**config.mk**
```make
export PLATFORM = sky130hd
export DESIGN_NAME = dcc_cmd_ctrl
export DESIGN_NICKNAME = d
export VERILOG_FILES = /design/src/dcc_pkg.sv /design/src/dcc_fifo.sv /design/src/dcc_cmd_ctrl.sv
export SDC_FILE = /design/constraint.sdc
export NUM_CORES = 1
export LEC_CHECK = 0
export BUFFER_PORTS_ARGS = -buffer_cell sky130_fd_sc_hd__buf_2
export CAP_MARGIN = 20
export CORE_ASPECT_RATIO = 0.75
export CORE_MARGIN = 8
export CORE_UTILIZATION = 25
export CTS_CLUSTER_DIAMETER = 200
export DETAILED_ROUTE_END_ITERATION = 8
export GPL_ROUTABILITY_DRIVEN = 1
export PLACE_DENSITY_LB_ADDON = 0.05
export SLEW_MARGIN = 30
export SYNTH_ARGS = -nofsm -noshare
export SYNTH_HDL_FRONTEND = slang
export SYNTH_SLANG_ARGS = --single-unit
```
**constraint.sdc**
```tcl
create_clock -name core_clk -period 14.1 [get_ports core_clk]
set_input_delay 3.525 -clock core_clk [delete_from_list [all_inputs] [get_ports core_clk]]
set_output_delay 3.525 -clock core_clk [all_outputs]
set_load 0.005 [all_outputs]
```
**src/dcc_pkg.sv**
```systemverilog
package dcc_pkg;
   // ---------------------------------------------------------------
   // widths
   // ---------------------------------------------------------------
   localparam int ROW_W   = 14;
   localparam int COL_W   = 10;
   localparam int BANK_N  = 4;
   localparam int BA_W    = 2;
   localparam int DQ_W    = 8;
   localparam int AL_W    = 3;
   localparam int CNT_W   = 8;
   localparam int MR_N    = 4;
   localparam int FIFO_DEPTH = 16;
   // ---------------------------------------------------------------
   // field positions
   // ---------------------------------------------------------------
   localparam int AUTO_PRE_BIT = 10;
   localparam int AL_LSB       = 3;   // additive latency field of ext mode reg
   localparam int ODT_BIT_A    = 2;   // termination enable bits
   localparam int ODT_BIT_B    = 6;
   localparam logic [BA_W-1:0] MR_EXT1 = 2'h1;
   // ---------------------------------------------------------------
   // timing in clocks and reset values
   // ---------------------------------------------------------------
   localparam logic [CNT_W-1:0] ROW_PRECHARGE_TIME      = 8'h03;
   localparam logic [CNT_W-1:0] MODE_REGISTER_SET_DELAY = 8'h02;
   localparam logic [CNT_W-1:0] SR_EXIT_READ_DELAY      = 8'hc8; // 200 clocks
   localparam logic [CNT_W-1:0] BURST_LEN               = 8'h04;
   localparam logic [ROW_W-1:0] MR_RESET                = 14'h0000;
   // ---------------------------------------------------------------
   // states
   // ---------------------------------------------------------------
   typedef enum logic [1:0] {PW_ACTIVE, PW_POWER_DOWN, PW_SELF_REFRESH} dcc_pwr_e;
endpackage

```
**src/dcc_fifo.sv**
```systemverilog
`timescale 1ns/10ps
module dcc_fifo #(
   parameter int WIDTH = 8,
   parameter int DEPTH = 16
) (
   // clock and reset
   input  wire logic             core_clk,
   input  wire logic             rst,
   // fill side
   input  wire logic             inValid,
   input  wire logic [WIDTH-1:0] inData,
   output logic                  inReady,
   // drain side
   output logic                  outValid,
   output logic [WIDTH-1:0]      outData,
   input  wire logic             outReady
);
   localparam int AW = $clog2(DEPTH);
   logic [WIDTH-1:0] mem [DEPTH];
   logic [AW:0]      wrPtr;
   logic [AW:0]      rdPtr;
   wire              doPush = inValid && inReady;
   wire              doPop  = outValid && outReady;
   // honest full and empty from pointer wrap bits
   assign inReady  = (wrPtr[AW] == rdPtr[AW]) || (wrPtr[AW-1:0] != rdPtr[AW-1:0]);
   assign outValid = (wrPtr != rdPtr);
   assign outData  = mem[rdPtr[AW-1:0]];
   // pointers
   always_ff @(posedge core_clk or posedge rst) begin
      if (rst) begin
         wrPtr <= '0;
         rdPtr <= '0;
      end else begin
         if (doPush) wrPtr <= wrPtr + 1'b1;
         if (doPop) rdPtr <= rdPtr + 1'b1;
      end
   end
   // storage needs no reset
   always_ff @(posedge core_clk) begin
      if (doPush) mem[wrPtr[AW-1:0]] <= inData;
   end
endmodule

```
**src/dcc_cmd_ctrl.sv**
```systemverilog
// Summary of operation
// - cke fall with nop: active/precharge power down
// - refresh with cke fall enters self refresh
// - no refresh happens in power down
// - termination valid in active and power down, off in self refresh
// - masked write bytes stay unchanged
// - deselect ignores commands, work continues
// - nop decodes, work continues
// - bank inputs choose mode register
// - activate opens row until precharged
// - read at column, a10 auto precharge
// - write at column, a10 auto precharge
// - additive latency delays column command
// - precharge closes row, idle after delay
// - precharge to idle bank restarts timing
// - refresh needs idle banks, internal address
// - self refresh turns delay loop off/on
// - commands decoded at rising edge
// - self refresh exit seen synchronously, through the registered cke
`timescale 1ns/10ps
module dcc_cmd_ctrl
   import dcc_pkg::*;
(
   // clock and reset
   input  wire logic                    core_clk,
   input  wire logic                    rst,
   // command pins, active low strobes
   input  wire logic                    cke,
   input  wire logic                    csN,
   input  wire logic                    rasN,
   input  wire logic                    casN,
   input  wire logic                    weN,
   input  wire logic [dcc_pkg::BA_W-1:0]  bankAddr,
   input  wire logic [dcc_pkg::ROW_W-1:0] addr,
   // write data with mask
   input  wire logic                    wrDataValid,
   input  wire logic [dcc_pkg::DQ_W-1:0]  wrData,
   input  wire logic                    dataMask,
   // stored write data towards the array
   output logic                         arrayWrValid,
   output logic [dcc_pkg::DQ_W-1:0]       arrayWrData,
   input  wire logic                    arrayWrReady,
   output logic                         wrDataReady,
   // state outputs
   output logic [dcc_pkg::BANK_N-1:0]     bankOpen,
   output logic                         powerDown,
   output logic                         activePowerDown,
   output logic                         selfRefresh,
   output logic                         dllEnable,
   output logic                         odtAllowed,
   output logic                         readPermitted,
   output logic                         colStart,
   output logic                         colIsWrite,
   output logic [dcc_pkg::COL_W-1:0]      colAddr,
   output logic                         refreshPulse
);
   import dcc_pkg::*;

   // ---------------------------------------------------------------
   // input registration
   // ---------------------------------------------------------------
   logic [2:0] ckeSync;
   logic       ckePrev;
   logic       ckeNow;
   // cke passes three flops; level counts once stage two and three agree
   always_ff @(posedge core_clk or posedge rst) begin
      if (rst) ckeSync <= 3'h0;
      else ckeSync <= {ckeSync[1:0], cke};
   end
   always_ff @(posedge core_clk or posedge rst) begin
      if (rst) begin
         ckeNow  <= 1'b0;
         ckePrev <= 1'b0;
      end else begin
         if (ckeSync[1] == ckeSync[2]) ckeNow <= ckeSync[2];
         ckePrev <= ckeNow;
      end
   end

   // ---------------------------------------------------------------
   // command decode
   // ---------------------------------------------------------------
   // decode on rising edge
   wire sel      = ~csN;
   wire isNop    = ~sel || (rasN && casN && weN);
   wire ckeStay  = ckePrev && ckeNow;
   wire ckeFall  = ckePrev && !ckeNow;
   wire ckeRise  = !ckePrev && ckeNow;
   wire cmdMrs   = ckeStay && sel && !rasN && !casN && !weN;
   wire cmdRef   = ckeStay && sel && !rasN && !casN && weN;
   wire cmdSrEn  = ckeFall && sel && !rasN && !casN && weN;
   wire cmdPre   = ckeStay && sel && !rasN && casN && !weN;
   wire cmdAct   = ckeStay && sel && !rasN && casN && weN;
   wire cmdWr    = ckeStay && sel && rasN && !casN && !weN;
   wire cmdRd    = ckeStay && sel && rasN && !casN && weN;
   wire preAll   = addr[AUTO_PRE_BIT];
   // per-bank precharge timers, driven in the bank section below
   logic [BANK_N-1:0] bankBusy;
   wire allIdle  = (bankOpen == '0) && (bankBusy == '0);

   // ---------------------------------------------------------------
   // mode registers
   // ---------------------------------------------------------------
   logic [ROW_W-1:0] modeReg [MR_N];
   logic [CNT_W-1:0] mrdCnt;
   wire  [AL_W-1:0]  addLat   = modeReg[MR_EXT1][AL_LSB +: AL_W];
   wire              odtOn    = modeReg[MR_EXT1][ODT_BIT_A] | modeReg[MR_EXT1][ODT_BIT_B];
   // load accepted only with idle banks
   wire              mrsTake  = cmdMrs && allIdle;
   always_ff @(posedge core_clk or posedge rst) begin
      if (rst) begin
         for (int i = 0; i < MR_N; i++) modeReg[i] <= MR_RESET;
      end else if (mrsTake) begin
         modeReg[bankAddr] <= addr;
      end
   end
   // load delay keeps power down off while the load settles
   always_ff @(posedge core_clk or posedge rst) begin
      if (rst) mrdCnt <= '0;
      else if (mrsTake) mrdCnt <= MODE_REGISTER_SET_DELAY;
      else if (mrdCnt != '0) mrdCnt <= mrdCnt - 1'b1;
   end

   // ---------------------------------------------------------------
   // per-bank row and precharge state
   // ---------------------------------------------------------------
   logic [BANK_N-1:0] autoPre;
   logic [CNT_W-1:0]  burstCnt;
   logic [BA_W-1:0]   burstBank;
   wire               burstEnd = (burstCnt == 8'h01);
   genvar b;
   generate
      for (b = 0; b < BANK_N; b++) begin : g_bank
         logic [CNT_W-1:0] rpCnt;
         wire hitBank  = (bankAddr == BA_W'(b));
         wire preHit   = cmdPre && (preAll || hitBank);
         wire autoHit  = burstEnd && autoPre[b] && (burstBank == BA_W'(b));
         wire actHit   = cmdAct && hitBank && !bankOpen[b] && !bankBusy[b];
         always_ff @(posedge core_clk or posedge rst) begin
            if (rst) begin
               bankOpen[b] <= 1'b0;
               rpCnt       <= '0;
            end else begin
               if (preHit || autoHit) begin
                  bankOpen[b] <= 1'b0;
                  rpCnt       <= ROW_PRECHARGE_TIME;
               end else begin
                  if (actHit) bankOpen[b] <= 1'b1;
                  if (rpCnt != '0) rpCnt <= rpCnt - 1'b1;
               end
            end
         end
         assign bankBusy[b] = (rpCnt != '0);
      end
   endgenerate

   // ---------------------------------------------------------------
   // column commands through the additive latency line
   // ---------------------------------------------------------------
   localparam int AL_MAX = 8;
   logic [AL_MAX-1:0] pipeVld;
   logic [AL_MAX-1:0] pipeWr;
   logic [AL_MAX-1:0] pipeAp;
   logic [COL_W-1:0]  pipeCol [AL_MAX];
   logic [BA_W-1:0]   pipeBank [AL_MAX];
   wire colIn = cmdRd || cmdWr;
   always_ff @(posedge core_clk or posedge rst) begin
      if (rst) begin
         pipeVld <= '0;
         pipeWr  <= '0;
         pipeAp  <= '0;
         for (int i = 0; i < AL_MAX; i++) begin
            pipeCol[i]  <= '0;
            pipeBank[i] <= '0;
         end
      end else begin
         pipeVld <= {pipeVld[AL_MAX-2:0], 1'b0};
         pipeWr  <= {pipeWr[AL_MAX-2:0], 1'b0};
         pipeAp  <= {pipeAp[AL_MAX-2:0], 1'b0};
         for (int i = 1; i < AL_MAX; i++) begin
            pipeCol[i]  <= pipeCol[i-1];
            pipeBank[i] <= pipeBank[i-1];
         end
         pipeVld[0]  <= colIn;
         pipeWr[0]   <= cmdWr;
         pipeAp[0]   <= addr[AUTO_PRE_BIT];
         pipeCol[0]  <= addr[COL_W-1:0];
         pipeBank[0] <= bankAddr;
      end
   end
   wire colFire = pipeVld[addLat];
   always_ff @(posedge core_clk or posedge rst) begin
      if (rst) begin
         colStart   <= 1'b0;
         colIsWrite <= 1'b0;
         colAddr    <= '0;
         burstCnt   <= '0;
         burstBank  <= '0;
         autoPre    <= '0;
      end else begin
         colStart <= colFire;
         if (colFire) begin
            colIsWrite                  <= pipeWr[addLat];
            colAddr                     <= pipeCol[addLat];
            burstCnt                    <= BURST_LEN;
            burstBank                   <= pipeBank[addLat];
            autoPre[pipeBank[addLat]]   <= pipeAp[addLat];
         end else if (burstCnt != '0) begin
            burstCnt <= burstCnt - 1'b1;
            if (burstEnd) autoPre[burstBank] <= 1'b0;
         end
      end
   end
   wire colBusy = (pipeVld != '0) || (burstCnt != '0);

   // ---------------------------------------------------------------
   // power state machine
   // ---------------------------------------------------------------
   dcc_pwr_e         pwrState;
   dcc_pwr_e         next_pwrState;
   logic [CNT_W-1:0] xsrdCnt;
   wire busyNow  = colBusy || (mrdCnt != '0) || (bankBusy != '0);
   wire pdEnter  = ckeFall && isNop && !busyNow;
   wire srEnter  = cmdSrEn && allIdle && !busyNow;
   always_comb begin
      next_pwrState = pwrState;
      unique case (pwrState)
         PW_ACTIVE: begin
            // power down flavour by bank state
            if (srEnter) next_pwrState = PW_SELF_REFRESH;
            else if (pdEnter) next_pwrState = PW_POWER_DOWN;
         end
         PW_POWER_DOWN: begin
            if (ckeRise && isNop) next_pwrState = PW_ACTIVE;
         end
         PW_SELF_REFRESH: begin
            // exit follows cke alone, no commands
            if (ckeRise) next_pwrState = PW_ACTIVE;
         end
      endcase
   end
   always_ff @(posedge core_clk or posedge rst) begin
      if (rst) pwrState <= PW_ACTIVE;
      else pwrState <= next_pwrState;
   end
   // read window opens 200 clocks after exit
   always_ff @(posedge core_clk or posedge rst) begin
      if (rst) xsrdCnt <= '0;
      else if (pwrState == PW_SELF_REFRESH && next_pwrState == PW_ACTIVE) xsrdCnt <= SR_EXIT_READ_DELAY;
      else if (xsrdCnt != '0) xsrdCnt <= xsrdCnt - 1'b1;
   end
   // registered state outputs
   always_ff @(posedge core_clk or posedge rst) begin
      if (rst) begin
         powerDown       <= 1'b0;
         activePowerDown <= 1'b0;
         selfRefresh     <= 1'b0;
         dllEnable       <= 1'b1;
         odtAllowed      <= 1'b0;
         readPermitted   <= 1'b1;
         refreshPulse    <= 1'b0;
      end else begin
         powerDown <= (next_pwrState == PW_POWER_DOWN);
         if (pwrState == PW_ACTIVE && pdEnter && !srEnter) activePowerDown <= (bankOpen != '0);
         selfRefresh <= (next_pwrState == PW_SELF_REFRESH);
         dllEnable <= (next_pwrState != PW_SELF_REFRESH);
         odtAllowed <= odtOn && (next_pwrState != PW_SELF_REFRESH);
         // exit edge itself stays closed: the delay counter loads only on that edge
         readPermitted <= (xsrdCnt <= 8'h01) && (next_pwrState == PW_ACTIVE) && (pwrState == PW_ACTIVE);
         refreshPulse <= cmdRef && allIdle && (pwrState == PW_ACTIVE);
      end
   end

   // ---------------------------------------------------------------
   // write data path with byte mask
   // ---------------------------------------------------------------
   // masked bytes are dropped
   wire wrKeep = wrDataValid && !dataMask;
   dcc_fifo #(
      .WIDTH(DQ_W),
      .DEPTH(FIFO_DEPTH)
   ) u_wr_fifo (
      .core_clk (core_clk),
      .rst      (rst),
      .inValid  (wrKeep),
      .inData   (wrData),
      .inReady  (wrDataReady),
      .outValid (arrayWrValid),
      .outData  (arrayWrData),
      .outReady (arrayWrReady)
   );

   // helper: clocks since the last self refresh exit, saturating
   // kept apart from the delay counter so the check does not copy it
   logic [CNT_W-1:0] sinceExit;
   always_ff @(posedge core_clk or posedge rst) begin
      if (rst) sinceExit <= '1;
      else if (selfRefresh) sinceExit <= '0;
      else if (sinceExit != '1) sinceExit <= sinceExit + 1'b1;
   end
endmodule

```
# [Yosys cells after proc, flatten, opt, wreduce, memory -nomap -nowiden]
# Memory sizes are Yosys's and may differ from the RTL's.
# Index checks and enable logic that the tools add are counted.
[word_totals] memories=1 ramBits=128 in_bits=34 regBits=278 elab_cells=270 out_inout_bits=33
[classes] n_reduce_logical=125 addsub=9 muxes=52 n_eq_ne=16 n_bitwise=6 n_lt_le_gt_ge=9
[memory_table] memory="u_wr_fifo.mem" depth=16 width=8 read_ports=1 rd_ports_with_merged_regs=0 write_ports=1 line="dcc_fifo.sv:19" source="logic [WIDTH-1:0] mem [DEPTH];"
[op_table] cell="$mux 8" n=14
[op_table] cell="$logic_and 1x1->1" n=66
[op_table] cell="$reduce_bool 8->1" n=8
[op_table] cell="$bwmux 56" n=1
[op_table] cell="$sub 8x1->8 const B" n=7
[op_table] cell="$bmux 10 s3" n=1
[op_table] cell="$demux 14 s2" n=1
[op_table] cell="$reduce_bool 2->1" n=12
[op_table] cell="$mux 10" n=2
[op_table] cell="$logic_not 1->1" n=16
[op_table] cell="$mux 1" n=15
[op_table] cell="$logic_or 1x1->1" n=14
[op_table] cell="$mux 14" n=1
[op_table] cell="$eq 2x2->1 const B" n=6
[op_table] cell="$mux 2" n=6
[op_table] cell="$mux 4" n=3
[op_table] cell="$add 5x1->5 const B" n=2
[op_table] cell="$bmux 1 s3" n=3
[op_table] cell="$eq 2x1->1 const B" n=4
[op_table] cell="$eq 8x1->1 const B" n=1
[op_table] cell="$le 8x1->1 const B" n=1
[op_table] cell="$logic_not 2->1" n=4
[op_table] cell="$logic_not 4->1" n=2
[op_table] cell="$reduce_bool 4->1" n=2
[op_table] cell="21 further kinds" n=25

# [Longest topological paths before layout]
[depth] ltp_word=13 ltp_mapped=8 depth_no_buf=7

# [Modules after synthesis]
# A second synthesis with hierarchy kept.
[unflattened] cells_unflattened=944 area_unflattened_um2=14283.7
[modules_own_cells] mod="dcc_cmd_ctrl" seq_area_each_um2=5432.7 cells_per_inst=659 instances=1 area_each_um2=8668.3
[modules_own_cells] mod="dcc_fifo" seq_area_each_um2=4093.9 cells_per_inst=285 instances=1 area_each_um2=5615.4

# [Worst setup path before layout]
# OpenSTA, ideal clock, no wires.
[synth_path] kind="register to output" start="reg u_wr_fifo.rdPtr[0]" end="out arrayWrData[0] (netlist bit)" path_slack_ns=8.567 path_buffers=2 stages_incl_launch_ff=5 arrival_ns=2.008 cell_sequence="dfrtp_1 -> clkbuf_1 -> buf_2 -> mux4_2 -> mux4_2"
[synth_between] elab_chain_len=1
[synth_rtl] item="start, declared" line="dcc_fifo.sv:21" source="logic [AW:0] rdPtr;"
[synth_rtl] item="start signal, assigned" line="dcc_fifo.sv:35" source="if (doPop) rdPtr <= rdPtr + 1'b1;"
[synth_rtl] item="$mem_v2 16x8"
[synth_rtl] item="end, declared" line="dcc_cmd_ctrl.sv:41" source="output logic [dcc_pkg::DQ_W-1:0] arrayWrData,"
# No other way between the ends.

# [Worst setup path in the final report]
[layout_path] start="reg u_wr_fifo.rdPtr[0]" end="out arrayWrData[3] (netlist bit)"
# Same word-level chain as after synthesis.

==> run metrics <==
dpl hpwl=between 20000 and 25000 um; status=finished, final reports clean; register area share after synthesis=0.6682; Yosys cell types=67; Initial Util=0.2540; pins over their slew limit=0; first-pass GRT wire length=between 50000 and 60000 um; final worst-path cycle share=0.4504; io pins=67; Clock Latency Late Sink=0.54 ns; Bufs on Longest Clock Path=3; commonest cells in the netlist=dfrtp_1, edfxtp_1, mux4_2, nor2_1, nand2_1; Filler Cells Inserted=5540; Setup WS pre-CTS=just over 8 ns; H-tree depth=2; Final setup viols=0; Worst R2R Path Depth=6; Levels on crit path=4; Synth area leaders=dfrtp_1, edfxtp_1, mux4_2; clock skew=roughly 0.014 ns; worst vdd ir=between 0.00007 and 0.00008 V; final worst slack=around 7.7 ns; NetSw=slightly above 900 uW; Synth Net Count=958; gr usage total=0.1048; non-filler instance count after layout=about 1800; Root Driver=clkbuf_16; Power Internal=between 2000 and 2500 uW; routing usage on met3=0.02272; Post-Syn Area per Cell=about 16 um^2; Num CTS Buffers=40; Hold EP=ckeSync[1]; dpl cells=approximately 1700; floorplan core area=~0.056 mm^2; Worst Hold Depth=0; Area Overhead vs Synth=18.47%; Worst path most repeated cell=mux4_2; crit-path leading delay family=multiplexers; Post-synth top flop=dfrtp_1; Sink Count=355; Max Cap Viol=0; logic gate share of total power=0.210; vias=roughly 7700; Gates resized, CTS repair=0; detailed-route DRC error count=0; Clk pin slew, worst setup/hold paths=0.06 ns; Final TNS setup=0 ns; Detail Route Antenna Nets=0; Setup Buffers After CTS=0; Max Freq=0.1575 GHz; worst hold path type=flop to flop; #FFs+latches synth=around 360; Worst-Margin Slew=~0.93 ns; largest net degree at the start of global routing=approximately 110; Hold Path Origin=ckeSync[0]; # rows=75; clock network power share=0.348; Iteration-0 DRC Markers=490; GR Overflow Total=0; vias in the first global route=about 8200; critical path buffer and inverter count=2; Synth area leader=dfrtp_1; Top Usage Layer GRT=met1; Lkg Pwr=between 0.006 and 0.007 uW; Die X=291.7 um; P per Cell Area=182.4 mW/mm^2; drt first pass iters=4; Setup crit start kind=flop; type of the worst setup path=flop to primary output; arrival time at the worst endpoint=2.83 ns; met1 global-route usage=0.1623; drt via density=~4.4; top-count cell post-synth=dfrtp_1; final WL=~33000 um; CTS tree=yes; Ys Warns=0; initial antenna violation count=1; RSZ-0062 raised after global routing=false; Gate Count Post-Synth=~900; RR Startpoint=u_wr_fifo.rdPtr[0]; FF-to-FF setup slack=approximately 11 ns; Slew headroom=0.3814; Post-synth EDFFs=between 100 and 150; top-area cell type share of the netlist area=0.3949; crit path cell chain=buf_4, mux4_2, mux4_2, buf_2; nets=approximately 1000; FF-to-FF End=u_wr_fifo.mem[11][0]; register area=around 0.0095 mm^2; footprint of the multi-input gates=about 0.0046 mm^2; switching part of the total=0.2938; cell area after synthesis=0.01426 mm^2; GPL Wtd Cong=about 0.67; Die Y=222.8 um; Buffers on Ports=63; post-route minimum period=approximately 6.4 ns; die area=around 0.065 mm^2; Post-CTS Hold Buffers=0; CP max stage delay=a little over 0.6 ns; endpoint class of the critical path=primary output; Synth async-reset ratio=0.6394; Crit path required time=10.57 ns; M2 GR Usage=0.1437; routed len/inst=19.08 um; layout cells sized above 1=0.2382; CP max FO=36; Slowest cell on crit path=buf_4; sequential power share=0.441; final hold viol count=0
-- metrics by stage --
| step | utilization | cell area (um^2) | hold slack (ns) | power (uW) |
|---|---|---|---|---|
| floorplan | - | 14260 | 0.3312 | 1815 |
| detailed placement | 0.2770 | 15550 | 0.3542 | 2046 |
| global route | 0.3009 | 16890 | 0.3728 | 3283 |
| global placement | 0.2765 | 15520 | 0.3527 | 2052 |
| CTS | 0.3009 | 16880 | 0.3600 | 3153 |
| finish | 0.3010 | 16890 | 0.3531 | 3081 |
-- sequential cells by signal (all words and copies together), names as in the netlist, 3 cells and up --
register and flops:
u_wr_fifo.wrPtr 5, mrdCnt 8, pipeBank 16, addLat 3, pipeVld 8, g_bank.rpCnt 32
pipeWr 8, bankOpen 4, ckeSync 3, pipeAp 8, xsrdCnt 8, u_wr_fifo.mem 128
pipeCol 80, colAddr 10, autoPre 4, u_wr_fifo.rdPtr 5, burstCnt 8
-- routing by layer --
metal,vias up,part of all wire
li1,3556,-
met3,43,0.045
met2,102,0.41
met1,3975,0.52
met5,-,0
met4,0,0.018
-- how the worst max path moves through the flow --
stage	startpoint	end	slack, ns
6_report	u_wr_fifo.rdPtr[0]	arrayWrData[3]	7.75
5_1_grt	u_wr_fifo.rdPtr[0]	arrayWrData[3]	7.57
4_1_cts	u_wr_fifo.rdPtr[0]	arrayWrData[3]	7.65
3_5_place_dp	rst	g_bank[2].rpCnt[6]	8.06
3_3_place_gp	rst	g_bank[2].rpCnt[7]	8.05
2_1_floorplan	rst	activePowerDown	4.36
-- layout make-up --
type / instances / area share
Multi-Input combinational cell: 492 / 0.2717
Clock inverter: 14 / 0.01200
Inverter: 27 / 0.006445
Tap cell: 731 / 0.05416
Sequential cell: 355 / 0.5643
Antenna cell: 1 / 0.0001482
Timing Repair Buffer: 75 / 0.02400
Clock buffer: 57 / 0.06727
-- power by group through the flow --
stage	combinational [uW]	sequential (uW)	clock, uW
after detailed placement	665	1380	0
final	648	1360	1070
after floorplan	496	1320	0
after CTS	667	1360	1120
after global routing	737	1390	1160
after global placement	666	1390	0
-- cell families (layout without fill, tap and decap cells) --
| kind of cell | Yosys count | count (layout) | share of synthesized area |
|---|---|---|---|
| multiplexers | 100 | 100 | 0.1328 |
| AND/OR/NAND/NOR | 241 | 241 | 0.09742 |
| buffers and inverters | 54 | 173 | 0.01474 |
| other | 0 | 1 | 0 |
| flip-flops | 355 | 355 | 0.6682 |
| XOR/XNOR | 55 | 55 | 0.03379 |
| AO/OA/AOI/OAI | 72 | 72 | 0.03212 |
| adder cells (fa/ha/maj) | 24 | 24 | 0.02089 |
-- cell usage in the layout, fill, tap and decap left out, drive strengths merged, types with 5 or more instances in the layout --
cell and count:
dfrtp 225, nand3 16, buf 75, edfxtp 128, mux2i 20, nor4b 9
xnor2 25, and2 10, bufinv 5, and3 12, clkbuf 57, xor2 30
o21ai 27, mux2 10, nor2 62, nand2b 15, or2 5, clkinv 7
o2111ai 5, mux4 70, a21oi 15, ha 23, nor4 14, or3 6
nand2 40, nand4 9, inv 27, nor3 20
No activity file was read; power rests on OpenSTA's default activity.
